File: src/bpc_pkg.sv
package bpc_pkg;

   // fabric word width as configured on the transceiver side
   localparam int BPC_DEF_WIDTH = 40;

   // embedded generator latency in immediate mode
   localparam int BPC_GEN_LAT = 3;

   // link filter run length and comma idle count
   localparam int BPC_RUN_LEN = 7;
   localparam int BPC_RUN_W = 3;
   localparam logic [2:0] BPC_RUN_MAX = 3'h7;
   localparam logic [2:0] BPC_RUN_ZERO = 3'h0;
   localparam logic [2:0] BPC_IDLE_NEED = 3'h7;

   // checker polynomial taps: x^15 + x^14 + 1, fits the narrowest word
   localparam int BPC_TAP_A = 15;
   localparam int BPC_TAP_B = 14;

   // loopback buffer depth
   localparam int BPC_LB_DEPTH = 16;

   // recovered clock activity watchdog
   localparam int BPC_CLK_MHZ = 250;
   localparam int BPC_CLK_LOSS_NS = 1000;
   localparam int BPC_CLK_LOSS_CYC = (BPC_CLK_LOSS_NS * BPC_CLK_MHZ) / 1000;
   localparam int BPC_WDOG_W = 9;

   // statistics counters
   localparam int BPC_CNT_W = 32;
   localparam logic [31:0] BPC_CNT_ZERO = 32'h0000_0000;
   localparam logic [31:0] BPC_CNT_ONE = 32'h0000_0001;

   // framing states, gray along hunt -> gap -> data
   typedef enum logic [1:0] {
      BPC_FR_HUNT = 2'h0,
      BPC_FR_GAP = 2'h1,
      BPC_FR_DATA = 2'h3
   } bpc_frame_t;

endpackage

File: src/bpc_channel.sv
`timescale 1ns/1ps
// Notes on behaviour
// RULE_01: word width 16, 20, 32 or 40
// RULE_02: embedded generator matches transmit generator
// RULE_03: link and error checks every cycle
// RULE_04: framed: align, then find idle gaps
// RULE_05: framing machine stalls generator during gaps
// RULE_06: mode 1 immediate; reset/link-down forces it
// RULE_07: received word seeds generator, three-cycle result
// RULE_08: received pipeline cancels generator latency
// RULE_09: after link-up generator self-advances each cycle
// RULE_10: errors never disturb locked expected sequence
// RULE_11: seven clean cycles declare link-up
// RULE_12: seven all-errored cycles declare link-down
// RULE_13: mixed error patterns hold link status
// RULE_14: shared generator and transmit clock rate
// RULE_15: buffered receive clock plus clock-status flag; code gives only the o_rx_clk_ok flag, no clock output
// RULE_16: comma controller active only when enabled
// RULE_17: aligned after link-up and seven idles
// RULE_18: 32-bit bit-error counter, statistics clear
// RULE_19: 32-bit received-word counter, statistics clear
// RULE_20: word counter counts only with pll lock
// RULE_21: sixteen-deep loopback buffer to transmission
// RULE_22: buffer tolerates phase, not frequency offset
// RULE_23: remote sender frequency-locked for loopback
// RULE_24: idle words are comma-style gap fillers
// RULE_25: error count is popcount of xor
// RULE_26: reset gives link-down, run counters zero

////////////////////////////////////////////////////////////////////////////////
// loopback buffer, synchronous, valid/ready on both sides
module bpc_lb_fifo
   import bpc_pkg::*;
#(
   parameter int WIDTH = BPC_DEF_WIDTH,
   parameter int DEPTH = BPC_LB_DEPTH
) (
   // clock and reset
   input wire logic i_sys_clk,
   input wire logic i_rst,
   // fill side
   input wire logic i_in_valid,
   output logic o_in_ready,
   input wire logic [WIDTH-1:0] i_in_data,
   // drain side
   output logic o_out_valid,
   input wire logic i_out_ready,
   output logic [WIDTH-1:0] o_out_data
);
   localparam int AW = $clog2(DEPTH);

   logic [WIDTH-1:0] mem_r [DEPTH];
   logic [AW:0] wptr_r;
   logic [AW:0] rptr_r;
   logic full;
   logic empty;
   logic do_wr;
   logic do_rd;

   // extra pointer bit separates full from empty
   assign empty = (wptr_r == rptr_r);
   assign full = (wptr_r[AW-1:0] == rptr_r[AW-1:0]) && (wptr_r[AW] != rptr_r[AW]);
   assign o_in_ready = ~full;
   assign o_out_valid = ~empty;
   assign do_wr = i_in_valid & ~full;
   assign do_rd = i_out_ready & ~empty;
   assign o_out_data = mem_r[rptr_r[AW-1:0]];

   // storage, no reset needed on data
   always_ff @(posedge i_sys_clk) begin
      if (do_wr) begin
         mem_r[wptr_r[AW-1:0]] <= i_in_data;
      end
   end

   // pointers
   always_ff @(posedge i_sys_clk) begin
      if (i_rst) begin
         wptr_r <= '0;
         rptr_r <= '0;
      end else begin
         if (do_wr) begin
            wptr_r <= wptr_r + 1'b1;
         end
         if (do_rd) begin
            rptr_r <= rptr_r + 1'b1;
         end
      end
   end
endmodule

////////////////////////////////////////////////////////////////////////////////
// one checker channel: expected pattern, link filter, framing, comma, stats
module bpc_channel
   import bpc_pkg::*;
#(
   parameter int WIDTH = BPC_DEF_WIDTH,
   parameter int LB_DEPTH = BPC_LB_DEPTH
) (
   // clock and reset
   input wire logic i_sys_clk,
   input wire logic i_rst,
   input wire logic i_stat_clr,
   // receive fabric side
   input wire logic [WIDTH-1:0] i_rx_data,
   input wire logic i_rx_pll_locked,
   input wire logic i_recovered_line_clock,
   // framing
   input wire logic i_framed,
   input wire logic [WIDTH-1:0] i_idle_word,
   // comma alignment
   input wire logic i_comma_align_en,
   output logic o_plus_comma_align_on,
   output logic o_minus_comma_align_on,
   output logic o_aligned,
   // status
   output logic o_link_up,
   output logic o_immediate_mode,
   output logic o_rx_clk_ok,
   output logic o_in_gap,
   // statistics
   output logic [BPC_CNT_W-1:0] o_bit_err_cnt,
   output logic [BPC_CNT_W-1:0] o_rx_word_cnt,
   // loopback toward transmission
   input wire logic i_loopback_en,
   output logic o_lb_in_ready,
   output logic o_lb_valid,
   input wire logic i_lb_ready,
   output logic [WIDTH-1:0] o_lb_data
);
   localparam int PCW = $clog2(WIDTH + 1);

   // next word of the sequence from the previous word, bit 0 first in time
   function automatic logic [WIDTH-1:0] prbs_next(input logic [WIDTH-1:0] w);
      logic [2*WIDTH-1:0] ext;
      ext = {{WIDTH{1'b0}}, w};
      for (int j = WIDTH; j < 2 * WIDTH; j++) begin
         ext[j] = ext[j-BPC_TAP_A] ^ ext[j-BPC_TAP_B];
      end
      return ext[2*WIDTH-1:WIDTH];
   endfunction

   // set-bit count of the error vector
   function automatic logic [PCW-1:0] popcnt(input logic [WIDTH-1:0] v);
      logic [PCW-1:0] n;
      n = '0;
      for (int k = 0; k < WIDTH; k++) begin
         n = n + PCW'(v[k]);
      end
      return n;
   endfunction

   logic [WIDTH-1:0] seed_r;
   logic [WIDTH-1:0] seed2_r;
   logic [WIDTH-1:0] exp_r;
   logic [WIDTH-1:0] rx_d1_r;
   logic [WIDTH-1:0] rx_d2_r;
   logic [WIDTH-1:0] err_vec;
   logic [PCW-1:0] err_bits;
   logic cmp_idle;
   logic cmp_live;
   logic word_clean;
   logic link_up_r;
   logic [BPC_RUN_W-1:0] good_run_r;
   logic [BPC_RUN_W-1:0] bad_run_r;
   logic [BPC_RUN_W-1:0] good_run_nxt;
   logic [BPC_RUN_W-1:0] bad_run_nxt;
   bpc_frame_t frame_r;
   logic [BPC_RUN_W-1:0] idle_seen_r;
   logic aligned_r;
   logic [BPC_CNT_W-1:0] bit_err_cnt_r;
   logic [BPC_CNT_W-1:0] rx_word_cnt_r;
   logic pll_s1_r;
   logic pll_s2_r;
   logic rck_s1_r;
   logic rck_s2_r;
   logic rck_s3_r;
   logic [BPC_WDOG_W-1:0] wdog_r;

   ////////////////////////////////////////////////////////////////////////////
   // received path delayed two stages so it meets the three-cycle result
   always_ff @(posedge i_sys_clk) begin
      if (i_rst) begin
         rx_d1_r <= '0;
         rx_d2_r <= '0;
      end else begin
         rx_d1_r <= i_rx_data; // RULE_01 RULE_08
         rx_d2_r <= rx_d1_r; // RULE_08
      end
   end

   // compared word is an idle filler in a framed stream
   assign cmp_idle = i_framed && (rx_d2_r == i_idle_word); // RULE_24 RULE_04
   // gap words add no bit errors and are not fed to the link filter; the idle that
   // closes a frame already belongs to the gap, so DATA must not let it through
   assign cmp_live = ~cmp_idle; // RULE_05

   ////////////////////////////////////////////////////////////////////////////
   // embedded generator: seed stage, hold stage, result stage
   always_ff @(posedge i_sys_clk) begin
      if (i_rst) begin
         seed_r <= '0;
         seed2_r <= '0;
         exp_r <= '0;
      end else begin
         seed_r <= i_rx_data; // RULE_07
         seed2_r <= seed_r;
         if (~link_up_r) begin
            // immediate: re-seed from traffic every cycle until lock
            exp_r <= prbs_next(seed2_r); // RULE_02 RULE_06 RULE_07
         end else if (cmp_live) begin
            // locked: free-run, received words never feed back
            exp_r <= prbs_next(exp_r); // RULE_09 RULE_10
         end
         // locked and in a gap: hold the expected word
      end
   end

   // per-cycle error vector and its bit count
   assign err_vec = exp_r ^ rx_d2_r; // RULE_25
   assign err_bits = cmp_live ? popcnt(err_vec) : '0; // RULE_25 RULE_03
   assign word_clean = (err_vec == '0);

   ////////////////////////////////////////////////////////////////////////////
   // link filter run counters, saturating at the run length
   always_comb begin
      good_run_nxt = good_run_r;
      bad_run_nxt = bad_run_r;
      if (cmp_live) begin
         if (word_clean) begin
            good_run_nxt = (good_run_r == BPC_RUN_MAX) ? BPC_RUN_MAX : good_run_r + 1'b1; // RULE_11
            bad_run_nxt = BPC_RUN_ZERO;
         end else begin
            bad_run_nxt = (bad_run_r == BPC_RUN_MAX) ? BPC_RUN_MAX : bad_run_r + 1'b1; // RULE_12
            good_run_nxt = BPC_RUN_ZERO;
         end
      end
   end

   // link status changes only on a full run, otherwise holds
   always_ff @(posedge i_sys_clk) begin
      if (i_rst) begin
         good_run_r <= BPC_RUN_ZERO; // RULE_26
         bad_run_r <= BPC_RUN_ZERO; // RULE_26
         link_up_r <= 1'b0; // RULE_26 RULE_06
      end else begin
         good_run_r <= good_run_nxt; // RULE_03
         bad_run_r <= bad_run_nxt;
         if (good_run_nxt == BPC_RUN_MAX) begin
            link_up_r <= 1'b1; // RULE_11
         end else if (bad_run_nxt == BPC_RUN_MAX) begin
            link_up_r <= 1'b0; // RULE_12
         end
         // any other mix keeps the status, filtering scattered errors RULE_13
      end
   end

   ////////////////////////////////////////////////////////////////////////////
   // framing machine: needs one idle to prove word alignment first
   always_ff @(posedge i_sys_clk) begin
      if (i_rst || ~i_framed) begin
         frame_r <= BPC_FR_HUNT;
      end else begin
         unique case (frame_r)
            BPC_FR_HUNT: begin
               if (cmp_idle) begin
                  frame_r <= BPC_FR_GAP; // RULE_04
               end
            end
            BPC_FR_GAP: begin
               if (~cmp_idle) begin
                  frame_r <= BPC_FR_DATA; // RULE_05
               end
            end
            BPC_FR_DATA: begin
               if (cmp_idle) begin
                  frame_r <= BPC_FR_GAP; // RULE_05
               end
            end
            default: begin
               frame_r <= BPC_FR_HUNT;
            end
         endcase
      end
   end

   ////////////////////////////////////////////////////////////////////////////
   // comma control: idles counted only once the checker is locked
   always_ff @(posedge i_sys_clk) begin
      if (i_rst || ~i_comma_align_en) begin
         idle_seen_r <= BPC_RUN_ZERO; // RULE_16
         aligned_r <= 1'b0;
      end else begin
         if (link_up_r && (rx_d2_r == i_idle_word) && (idle_seen_r != BPC_IDLE_NEED)) begin
            idle_seen_r <= idle_seen_r + 1'b1;
         end
         if (link_up_r && (idle_seen_r == BPC_IDLE_NEED)) begin
            aligned_r <= 1'b1; // RULE_17
         end
      end
   end

   // transceiver comma alignment runs only while enabled and not yet aligned
   assign o_plus_comma_align_on = i_comma_align_en & ~aligned_r; // RULE_16 RULE_17
   assign o_minus_comma_align_on = i_comma_align_en & ~aligned_r; // RULE_16 RULE_17

   ////////////////////////////////////////////////////////////////////////////
   // pll lock pin crosses in through two flops
   always_ff @(posedge i_sys_clk) begin
      if (i_rst) begin
         pll_s1_r <= 1'b0;
         pll_s2_r <= 1'b0;
      end else begin
         pll_s1_r <= i_rx_pll_locked;
         pll_s2_r <= pll_s1_r;
      end
   end

   // statistics: dedicated clear wins, and main reset clears them as well
   always_ff @(posedge i_sys_clk) begin
      if (i_rst || i_stat_clr) begin
         bit_err_cnt_r <= BPC_CNT_ZERO; // RULE_18
         rx_word_cnt_r <= BPC_CNT_ZERO; // RULE_19
      end else begin
         bit_err_cnt_r <= bit_err_cnt_r + BPC_CNT_W'(err_bits); // RULE_18 RULE_03
         if (pll_s2_r) begin
            rx_word_cnt_r <= rx_word_cnt_r + BPC_CNT_ONE; // RULE_19 RULE_20
         end
      end
   end

   ////////////////////////////////////////////////////////////////////////////
   // recovered clock activity: sampled pin, edge watchdog
   // a recovered clock near or above half our rate may alias; activity only
   always_ff @(posedge i_sys_clk) begin
      if (i_rst) begin
         rck_s1_r <= 1'b0;
         rck_s2_r <= 1'b0;
         rck_s3_r <= 1'b0;
         wdog_r <= '0;
      end else begin
         rck_s1_r <= i_recovered_line_clock;
         rck_s2_r <= rck_s1_r;
         rck_s3_r <= rck_s2_r;
         if (rck_s2_r != rck_s3_r) begin
            wdog_r <= '0; // RULE_15
         end else if (wdog_r != BPC_WDOG_W'(BPC_CLK_LOSS_CYC)) begin
            wdog_r <= wdog_r + 1'b1;
         end
      end
   end

   ////////////////////////////////////////////////////////////////////////////
   // loopback: same clock on both ports, so phase only, never rate RULE_22
   bpc_lb_fifo #(
      .WIDTH(WIDTH),
      .DEPTH(LB_DEPTH)
   ) u_lb_fifo (
      .i_sys_clk(i_sys_clk),
      .i_rst(i_rst),
      .i_in_valid(i_loopback_en), // RULE_21
      .o_in_ready(o_lb_in_ready),
      .i_in_data(i_rx_data),
      .o_out_valid(o_lb_valid),
      .i_out_ready(i_lb_ready), // RULE_14
      .o_out_data(o_lb_data)
   );

   // outputs
   assign o_link_up = link_up_r;
   assign o_immediate_mode = ~link_up_r; // RULE_06
   assign o_aligned = aligned_r; // RULE_17
   assign o_rx_clk_ok = (wdog_r != BPC_WDOG_W'(BPC_CLK_LOSS_CYC)); // RULE_15
   assign o_in_gap = (frame_r == BPC_FR_GAP); // RULE_05
   assign o_bit_err_cnt = bit_err_cnt_r;
   assign o_rx_word_cnt = rx_word_cnt_r;
endmodule

File: config.mk
export PLATFORM = sky130hd
export DESIGN_NAME = bpc_channel
export DESIGN_NICKNAME = d
export VERILOG_FILES = /design/src/bpc_pkg.sv /design/src/bpc_channel.sv
export SDC_FILE = /design/constraint.sdc
export NUM_CORES = 1
export LEC_CHECK = 0
export BUFFER_PORTS_ARGS = -buffer_cell sky130_fd_sc_hd__buf_4
export CORE_UTILIZATION = 55
export CTS_BUF_LIST = sky130_fd_sc_hd__clkbuf_4
export DETAILED_ROUTE_END_ITERATION = 10
export PLACE_DENSITY = 0.71
export SLEW_MARGIN = 10
export SYNTH_ARGS = -nofsm -noshare
export SYNTH_HDL_FRONTEND = slang
export SYNTH_HIERARCHICAL = 1
export SYNTH_SLANG_ARGS = --single-unit
File: constraint.sdc
create_clock -name i_sys_clk -period 12.8 [get_ports i_sys_clk]
set_input_delay 1.92 -clock i_sys_clk [delete_from_list [all_inputs] [get_ports i_sys_clk]]
set_output_delay 1.92 -clock i_sys_clk [all_outputs]
set_load 0.03 [all_outputs]
==> results of run 1 <==
-- metal layers --
metal	wire [µm]	up-vias
li1	-	9069
met1	35000	10331
met2	40400	860
met3	6510	144
met4	1640	6
met5	42	-
-- cells by family after synthesis --
group | count (synthesis) | share of synthesized area (%)
compound gates | 158 | 2.87
xor+xnor | 228 | 5.59
fa+ha+maj | 64 | 2.89
buf+inv | 189 | 2.66
flops | 865 | 65.9
mux | 214 | 13.1
simple gates | 492 | 7.01
-- path summary, 6_finish.rpt --
path / end / cells past startpoint / from / slack, ps
min reg2reg: pll_s2_r / 1 / pll_s1_r / 440
max reg2reg: o_bit_err_cnt[14] / 25 / seed2_r[27] / 5170
min: pll_s2_r / 1 / pll_s1_r / 440
max: o_bit_err_cnt[14] / 25 / seed2_r[27] / 5170
-- synthesized netlist by cell type (all sizes together), types with 2 or more instances --
cell type / instances / area share (%)
mux2: 7 / 0.22
inv: 60 / 0.63
dfxtp: 225 / 13
a211oi: 7 / 0.15
a31oi: 2 / 0.035
nor2: 101 / 1.1
o21ai: 42 / 0.58
and4: 6 / 0.15
xor2: 108 / 2.6
nor2b: 95 / 1.6
o311ai: 4 / 0.097
fa: 32 / 1.8
nand4: 23 / 0.42
nand3: 32 / 0.44
clkbuf: 66 / 0.69
a21oi: 66 / 1.1
o211ai: 13 / 0.31
and3: 21 / 0.36
nor4: 21 / 0.42
nor4b: 2 / 0.049
and2: 6 / 0.10
a21boi: 2 / 0.052
a2111oi: 7 / 0.17
nand2: 136 / 1.4
mux4: 200 / 13
nor3b: 6 / 0.14
or2: 5 / 0.087
mux2i: 7 / 0.19
xnor2: 120 / 3.0
buf: 62 / 1.3
edfxtp: 640 / 53
nor3: 14 / 0.22
a211o: 2 / 0.049
or4: 3 / 0.073
a21o: 8 / 0.17
nand2b: 4 / 0.069
or3: 11 / 0.19
a31o: 2 / 0.049
ha: 32 / 1.1
-- through the flow --
| step | hold slack [ps] | utilization (%) | setup WS (ps) | cells |
|---|---|---|---|---|
| final | 436 | 63.4 | 5170 | 3545 |
| after global routing | 457 | 63.4 | 4730 | 3544 |
| after CTS | 444 | 63.3 | 5140 | 3540 |
| after detailed placement | 420 | 58.9 | 5150 | 3149 |
| after global placement | 420 | 58.9 | 5240 | 3149 |
| after floorplan | 414 | - | 5620 | 2210 |
-- registers in the layout, indices dropped and copies added (netlist names), named ones only --
| register | count |
|---|---|
| idle_seen_r | 3 |
| frame_r | 2 |
| u_lb_fifo/rptr_r | 5 |
| u_lb_fifo/mem_r | 640 |
| pll_s2_r | 1 |
| wdog_r | 9 |
| bad_run_r | 3 |
| o_bit_err_cnt | 32 |
| o_link_up | 1 |
| rck_s3_r | 1 |
| pll_s1_r | 1 |
| seed_r | 40 |
| u_lb_fifo/wptr_r | 5 |
| o_rx_word_cnt | 32 |
| rck_s1_r | 1 |
| seed2_r | 40 |
| good_run_r | 3 |
| o_aligned | 1 |
| exp_r | 40 |
| rck_s2_r | 1 |
-- power by group --
group	internal [mW]	total, mW	switching [mW]
sequential	3.07	3.14	0.0742
combinational	0.824	1.77	0.941
clock	1.24	2.32	1.08
-- critical path, delay by kind of cell (launching register included) --
family / cells / cell delay [ps]
adder cells (fa/ha/maj): 10 / 4510
AO/OA/AOI/OAI: 7 / 1610
flip-flops: 1 / 560
buffers and inverters: 5 / 400
XOR/XNOR: 2 / 350
AND/OR/NAND/NOR: 1 / 60
-- final cells by class --
class	instances	share of cell area (%)
clock buffers	318	5.83
clock inverters	73	1.10
multi-input cells	1156	27.9
diodes	5	0.0306
inverters	61	0.559
flip-flops and latches	865	58.0
well taps	855	2.61
repair buffers	212	3.93
==> results.ini, run 1 <==
[detailed_routing]
num_vias=20410
routed_wl_mm=83.6
ant_nets=0
drtIter0Drc=1767
viasPerCell=5.76
routedWlPerCell_um=23.6
drc=0
firstDrtPassIters=7

[grt]
grt_use_met3_pct=6.05
antenna_found_initial=5
gr-usage-all-layers_pct=25.7
grt.busiest_layer=met2
grt_use_met2_pct=40.8
grt_remaining_overflow=0
grt_pass1_wl_mm=126
grt_pass1_vias=20902
grt_max_degree=113
globalRouteMet1Util_pct=35.3

[placement]
dpl_cell_area_mm2=0.0381
hpwl_mm=48.1
port-buffer-count=201
gp_congestion=0.923

[floorplan]
fp-row-count=93
core_mm2=0.0646
io_pins=202
die-area_mm2=0.0665
initial_core_util_pct=55.8
die_w_um=258
die_h_um=258

[power]
power.total_mw=7.22
power_leakage_nw=14.2
irDropWorstVdd_mv=0.218
powerDensity_mw_per_mm2=177

[sta]
fmax_ghz=0.131
tightest_slew_ps=1190
setup_viol=0
slew_violations=0
finalSetupTns_ps=0
fin_crit_ps=7630
rsz0062_at_grt=false
relSlewSlack_pct=20.7
hold_viol=0
fin_skew_ps=65.6
finalCritPeriodShare_pct=59.6

[logic_synthesis]
avgSynthCellArea_um2=16.3
async_flop_share_pct=0
ys_ff_latch=865
synth-edff-count=640
ys.warnings.count=6
ys_seq_area_share_pct=65.9
syn-num-nets=2363
synth_flop_cell=edfxtp_1
ys_types=68
syn_area_mm2=0.0360
synth_cells=2210

[worst_setup_path]
worstPathRequired_ps=13690
worst_setup_path_start_kind=register
path_class=register to register
cp_slowest_cell=dfxtp_1
arrival_ps=8520
endpoint_kind=register
crit_fanout=13
cpPeakStageDelay_ps=560
crit_top_cell=fa_1

[run_status]
status=completed

[clocking]
cts_root_buf=clkbuf_4
ctsHoldBuffers=0
tritoncts=built
clkTransAtPathRegs_ps=70
cts_setup_buffers=0
clock_sinks=865
cts_buffer_depth=3
htree_levels=4
clk_latency_ps=1030
cts_buffers=212
cts_resized=0

[hold_path]
hp-class=register to register

[cells_and_area]
fin_nets=2661
final_cell_area_mm2=0.0409
final_cell_mix=edfxtp_1 (640), clkbuf_4 (318), dfxtp_1 (221), buf_4 (210), mux4_2 (180)
layout_commonest_cell=edfxtp_1
multi_input_area_mm2=0.0114
regArea_mm2=0.0237
fillers=4687
area_delta_synth_final_pct=13.6
drive_gt1_share_pct=29.8

[flow_run]
max-cap-violations=0

Power figures use the tool's default switching activity.
==> inputs of run 2 (changes only) <==
- clock period: 12.8 -> 7.4 ns (I/O delays scaled with it)
==> results.ini, run 2 (same netlist as run 1, synthesis figures left out) <==
[run_status]
status=completed

[clocking]
clkTransAtPathRegs_ps=70
tritoncts=built
cts_root_buf=clkbuf_4
clk_latency_ps=1070
cts_buffer_depth=3
clock_sinks=865
htree_levels=4
cts_buffers=210

[sta]
setup_viol=0
holdWs_ps=272
fmax_ghz=0.141
fin_skew_ps=51.6
fin_crit_ps=7110
tightest_slew_ps=1130
hold_viol=0
finalCritPeriodShare_pct=96.1
finalSetupTns_ps=0
fin_ws_ps=291
relSlewSlack_pct=24.6
slew_violations=0
rsz0062_at_grt=true

[floorplan]
core_mm2=0.0646
die_h_um=258
fp-row-count=93
io_pins=202
die-area_mm2=0.0665
die_w_um=258
initial_core_util_pct=55.8

[detailed_routing]
num_vias=20607
drc=0
routed_wl_mm=84.3
routedWlPerCell_um=23.6
viasPerCell=5.76
drtIter0Drc=1791
ant_nets=0
firstDrtPassIters=5

[power]
p_int_mw=9.02
irDropWorstVdd_mv=0.387
powerDensity_mw_per_mm2=306
pwr-share-seq_pct=42.6
swShare_pct=28.8
clockPowerShare_pct=32.4
p_switching_mw=3.65
power_leakage_nw=14.4
comb_power_share_pct=25.0
power.total_mw=12.7

[placement]
dp_cells=3178
dpl_cell_area_mm2=0.0383
gp_congestion=0.915
pre_cts_ws_ps=-58.3
port-buffer-count=201
hpwl_mm=48.4

[cells_and_area]
area_delta_synth_final_pct=14.9
drive_gt1_share_pct=31.5
fillers=4614
final_core_util_pct=64.1
layout_commonest_cell=edfxtp_1
largest_reg_flops=640
final_cell_mix=edfxtp_1 (640), clkbuf_4 (334), buf_4 (238), dfxtp_1 (221), mux4_2 (180)
fin_nets=2690
final_cells=3578
final_cell_area_mm2=0.0414

[worst_setup_path]
cp_slowest_cell=fa_1
crit_fanout=7
endpoint_kind=register
worst_setup_path_start_kind=register
crit_top_cell=fa_1
path_class=register to register
cp_cell_sequence=xnor2_1, fa_1, inv_1, fa_1, fa_1, fa_1, fa_1, inv_1, fa_1, fa_1, inv_1, ha_1, fa_1, a21o_1, a21oi_2, xor2_1, nor2_1, ha_1, a21boi_2, o21ai_2, clkbuf_8, a2111oi_2, xnor2_1, nor2_1
arrival_ps=8020
cpPeakStageDelay_ps=590
worstPathRequired_ps=8310

[grt]
antenna_found_initial=6
grt_pass1_wl_mm=126
gr-usage-all-layers_pct=25.8
grt_pass1_vias=21201
grt_remaining_overflow=0
grt_max_degree=109

[hold_path]
hp-class=primary input to register

[flow_run]
max-cap-violations=0

[run 2: cell count changes in the layout (fill, tap and decap cells not counted), sizes merged]
cell / change
buf: +29
clkbuf: +17
clkinv: -7
inv: -4
diode: -2
[run 2: final timing paths]
check / cells past startpoint / slack (ps) / end / start
max: 24 / 290 / o_bit_err_cnt[16] / seed2_r[3]
min: 2 / 270 / rck_s1_r / i_recovered_line_clock
max reg2reg: 24 / 290 / o_bit_err_cnt[16] / seed2_r[3]
min reg2reg: 1 / 420 / seed2_r[32] / seed_r[32]
[run 2: cell type report]
| class | count | area, µm² | area share (%) |
|---|---|---|---|
| diodes | 3 | 7.51 | 0.0181 |
| clock buffers | 333 | 2500 | 6.04 |
| clock inverters | 62 | 415 | 1.00 |
| inverters | 61 | 233 | 0.562 |
| multi-input cells | 1156 | 11600 | 27.9 |
| flip-flops and latches | 865 | 23700 | 57.4 |
| well taps | 855 | 1070 | 2.59 |
| repair buffers | 243 | 1860 | 4.49 |
[run 2: what timing repair did]
| action | in CTS | in global routing |
|---|---|---|
| endpoints found under the setup margin | 3 | 11 |
| pin swaps | 0 | 4 |
| setup buffers | 0 | 1 |
| hold buffers | 0 | 0 |
| gates cloned | 0 | 1 |
| resized for setup | 5 | 24 |
[run 2: power groups by stage]
stage          clock, mW  sequential (mW)  combinational, mW
2_1_floorplan          0             5.45               2.42
3_3_place_gp           0             5.50               3.00
3_5_place_dp           0             5.51               3.09
4_1_cts             4.21             5.40               3.11
5_1_grt             4.45             5.41               3.61
6_report            4.11             5.40               3.16
[run 2: worst max-delay path: cells and delay by family (launching register included)]
kind / cells / cell delay, ps
buf+inv: 4 / 370
xor+xnor: 3 / 500
simple gates: 2 / 110
compound gates: 5 / 1020
flops: 1 / 330
fa+ha+maj: 10 / 4660
[run 2: metal layers]
layer / wire (µm) / GRT usage (%) / vias up / part of all wire (%)
met5: 28 / 0 / - / 0.033
met4: 1940 / 8.68 / 6 / 2.3
met3: 6800 / 7.42 / 143 / 8.1
met2: 41500 / 41.3 / 864 / 49
met1: 34000 / 34.1 / 10466 / 40
li1: - / - / 9128 / -
==> inputs of run 3 (changes only) <==
- CORE_ASPECT_RATIO: unset -> 0.75
- clock period: 7.4 -> 7.35 ns (I/O delays scaled with it)
==> results.ini, run 3 (same netlist as run 1, synthesis figures left out) <==
[run_status]
status=completed

[worst_setup_path]
crit_fanout=7
endpoint_kind=register
worst_setup_path_start_kind=register
worstPathRequired_ps=8260
arrival_ps=7920
path_class=register to register

[placement]
hpwl_mm=49.2
gp_congestion=0.939
port-buffer-count=201
pre_cts_ws_ps=-48.6

[detailed_routing]
viasPerCell=5.70
routed_wl_mm=85.1
drtIter0Drc=1419
ant_nets=0
drc=0
num_vias=20418
firstDrtPassIters=5
routedWlPerCell_um=23.8

[cells_and_area]
fin_nets=2702
layout_commonest_cell=edfxtp_1
final_cell_mix=edfxtp_1 (640), clkbuf_4 (310), buf_4 (261), dfxtp_1 (221), mux4_2 (180)
area_delta_synth_final_pct=14.7
largest_reg_flops=640
drive_gt1_share_pct=31.7

[grt]
grt_max_degree=107
grt_pass1_wl_mm=127
grt_pass1_vias=21019
gr-usage-all-layers_pct=25.9
antenna_found_initial=6
grt_remaining_overflow=0

[clocking]
htree_levels=4
cts_root_buf=clkbuf_4
cts_buffer_depth=3
tritoncts=built
clkTransAtPathRegs_ps=70
cts_buffers=199
clk_latency_ps=1050
clock_sinks=865

[floorplan]
core_mm2=0.0642
die-area_mm2=0.0665
fp-row-count=80
initial_core_util_pct=56.1
die_h_um=224
die_w_um=298
io_pins=202

[sta]
slew_violations=0
hold_viol=0
fin_ws_ps=335
finalSetupTns_ps=0
setup_viol=0
fmax_ghz=0.143
fin_skew_ps=56.7
finalCritPeriodShare_pct=95.4
tightest_slew_ps=1200
fin_crit_ps=7020
relSlewSlack_pct=19.9

[power]
powerDensity_mw_per_mm2=307
irDropWorstVdd_mv=0.490
power_leakage_nw=14.4

[flow_run]
max-cap-violations=0

[hold_path]
hp-class=primary input to register

==> run 3: cell types whose count changed in the layout (fill, tap and decap cells not counted), sizes merged <==
cell,before,now
clkinv,54,51
diode,3,4
buf,241,265
clkbuf,335,310
bufinv,5,4
inv,61,60
clkinvlp,3,6
==> run 3: worst paths after layout <==
kind	from	end	slack, ps	cells after the start
setup / recovery	exp_r[31]	o_bit_err_cnt[14]	330	25
hold / removal	i_recovered_line_clock	rck_s1_r	310	2
setup reg to reg	exp_r[31]	o_bit_err_cnt[14]	330	25
hold reg to reg	seed_r[32]	seed2_r[32]	430	1
==> run 3: final cells by class <==
type / count / area, µm²
sequential: 865 / 23700
multi-input combinational: 1156 / 11600
inverter: 61 / 233
fill: 4587 / 22800
clock inverter: 60 / 378
clock buffer: 309 / 2320
tap: 861 / 1080
antenna: 4 / 10.0
timing repair buffer: 266 / 2010
==> run 3: critical path: stages (launching register included) <==
cell	delay, ps
dfxtp_1	330
xnor2_1	280
fa_1	490
fa_1	530
fa_1	560
inv_1	50
fa_1	480
fa_1	550
inv_1	50
fa_1	470
fa_1	500
inv_1	40
ha_2	190
fa_2	370
a21o_1	180
a21oi_2	160
xor2_1	150
nor2_1	60
ha_1	310
a21boi_4	190
o21ai_2	80
buf_6	160
a211oi_2	220
buf_4	170
a21oi_1	70
a31o_2	230
==> run 3: timing repair <==
item	in CTS	in global routing
buffers inserted	0	3
endpoints found under the hold margin	0	0
hold buffers	0	0
setup endpoints to repair	8	21
pin swaps	0	11
resized for setup	7	33
cloned	0	2
==> run 3: power by group <==
part	switching, mW	internal [mW]
Sequential	0.107	5.34
Clock	1.86	2.06
Combinational	1.75	1.56
Total	3.71	8.96
==> run 3: routing by layer <==
metal | up-vias | GRT usage, % | share of wire, %
met5 | - | 0 | 0.046
met4 | 6 | 10.5 | 2.9
met3 | 148 | 6.10 | 7.8
met2 | 784 | 39.9 | 47
met1 | 10355 | 35.9 | 42
li1 | 9125 | - | -
==> run 3: metrics by stage <==
stage	hold slack (ps)	cell area [µm²]	cells	util (%)	power (mW)
after floorplan	414	36000	2210	-	7.93
after global placement	432	38400	3204	59.9	8.64
after detailed placement	424	38400	3204	59.9	8.70
after CTS	183	41100	3573	64.1	12.6
after global routing	259	41300	3580	64.4	13.4
final	308	41300	3582	64.4	12.7
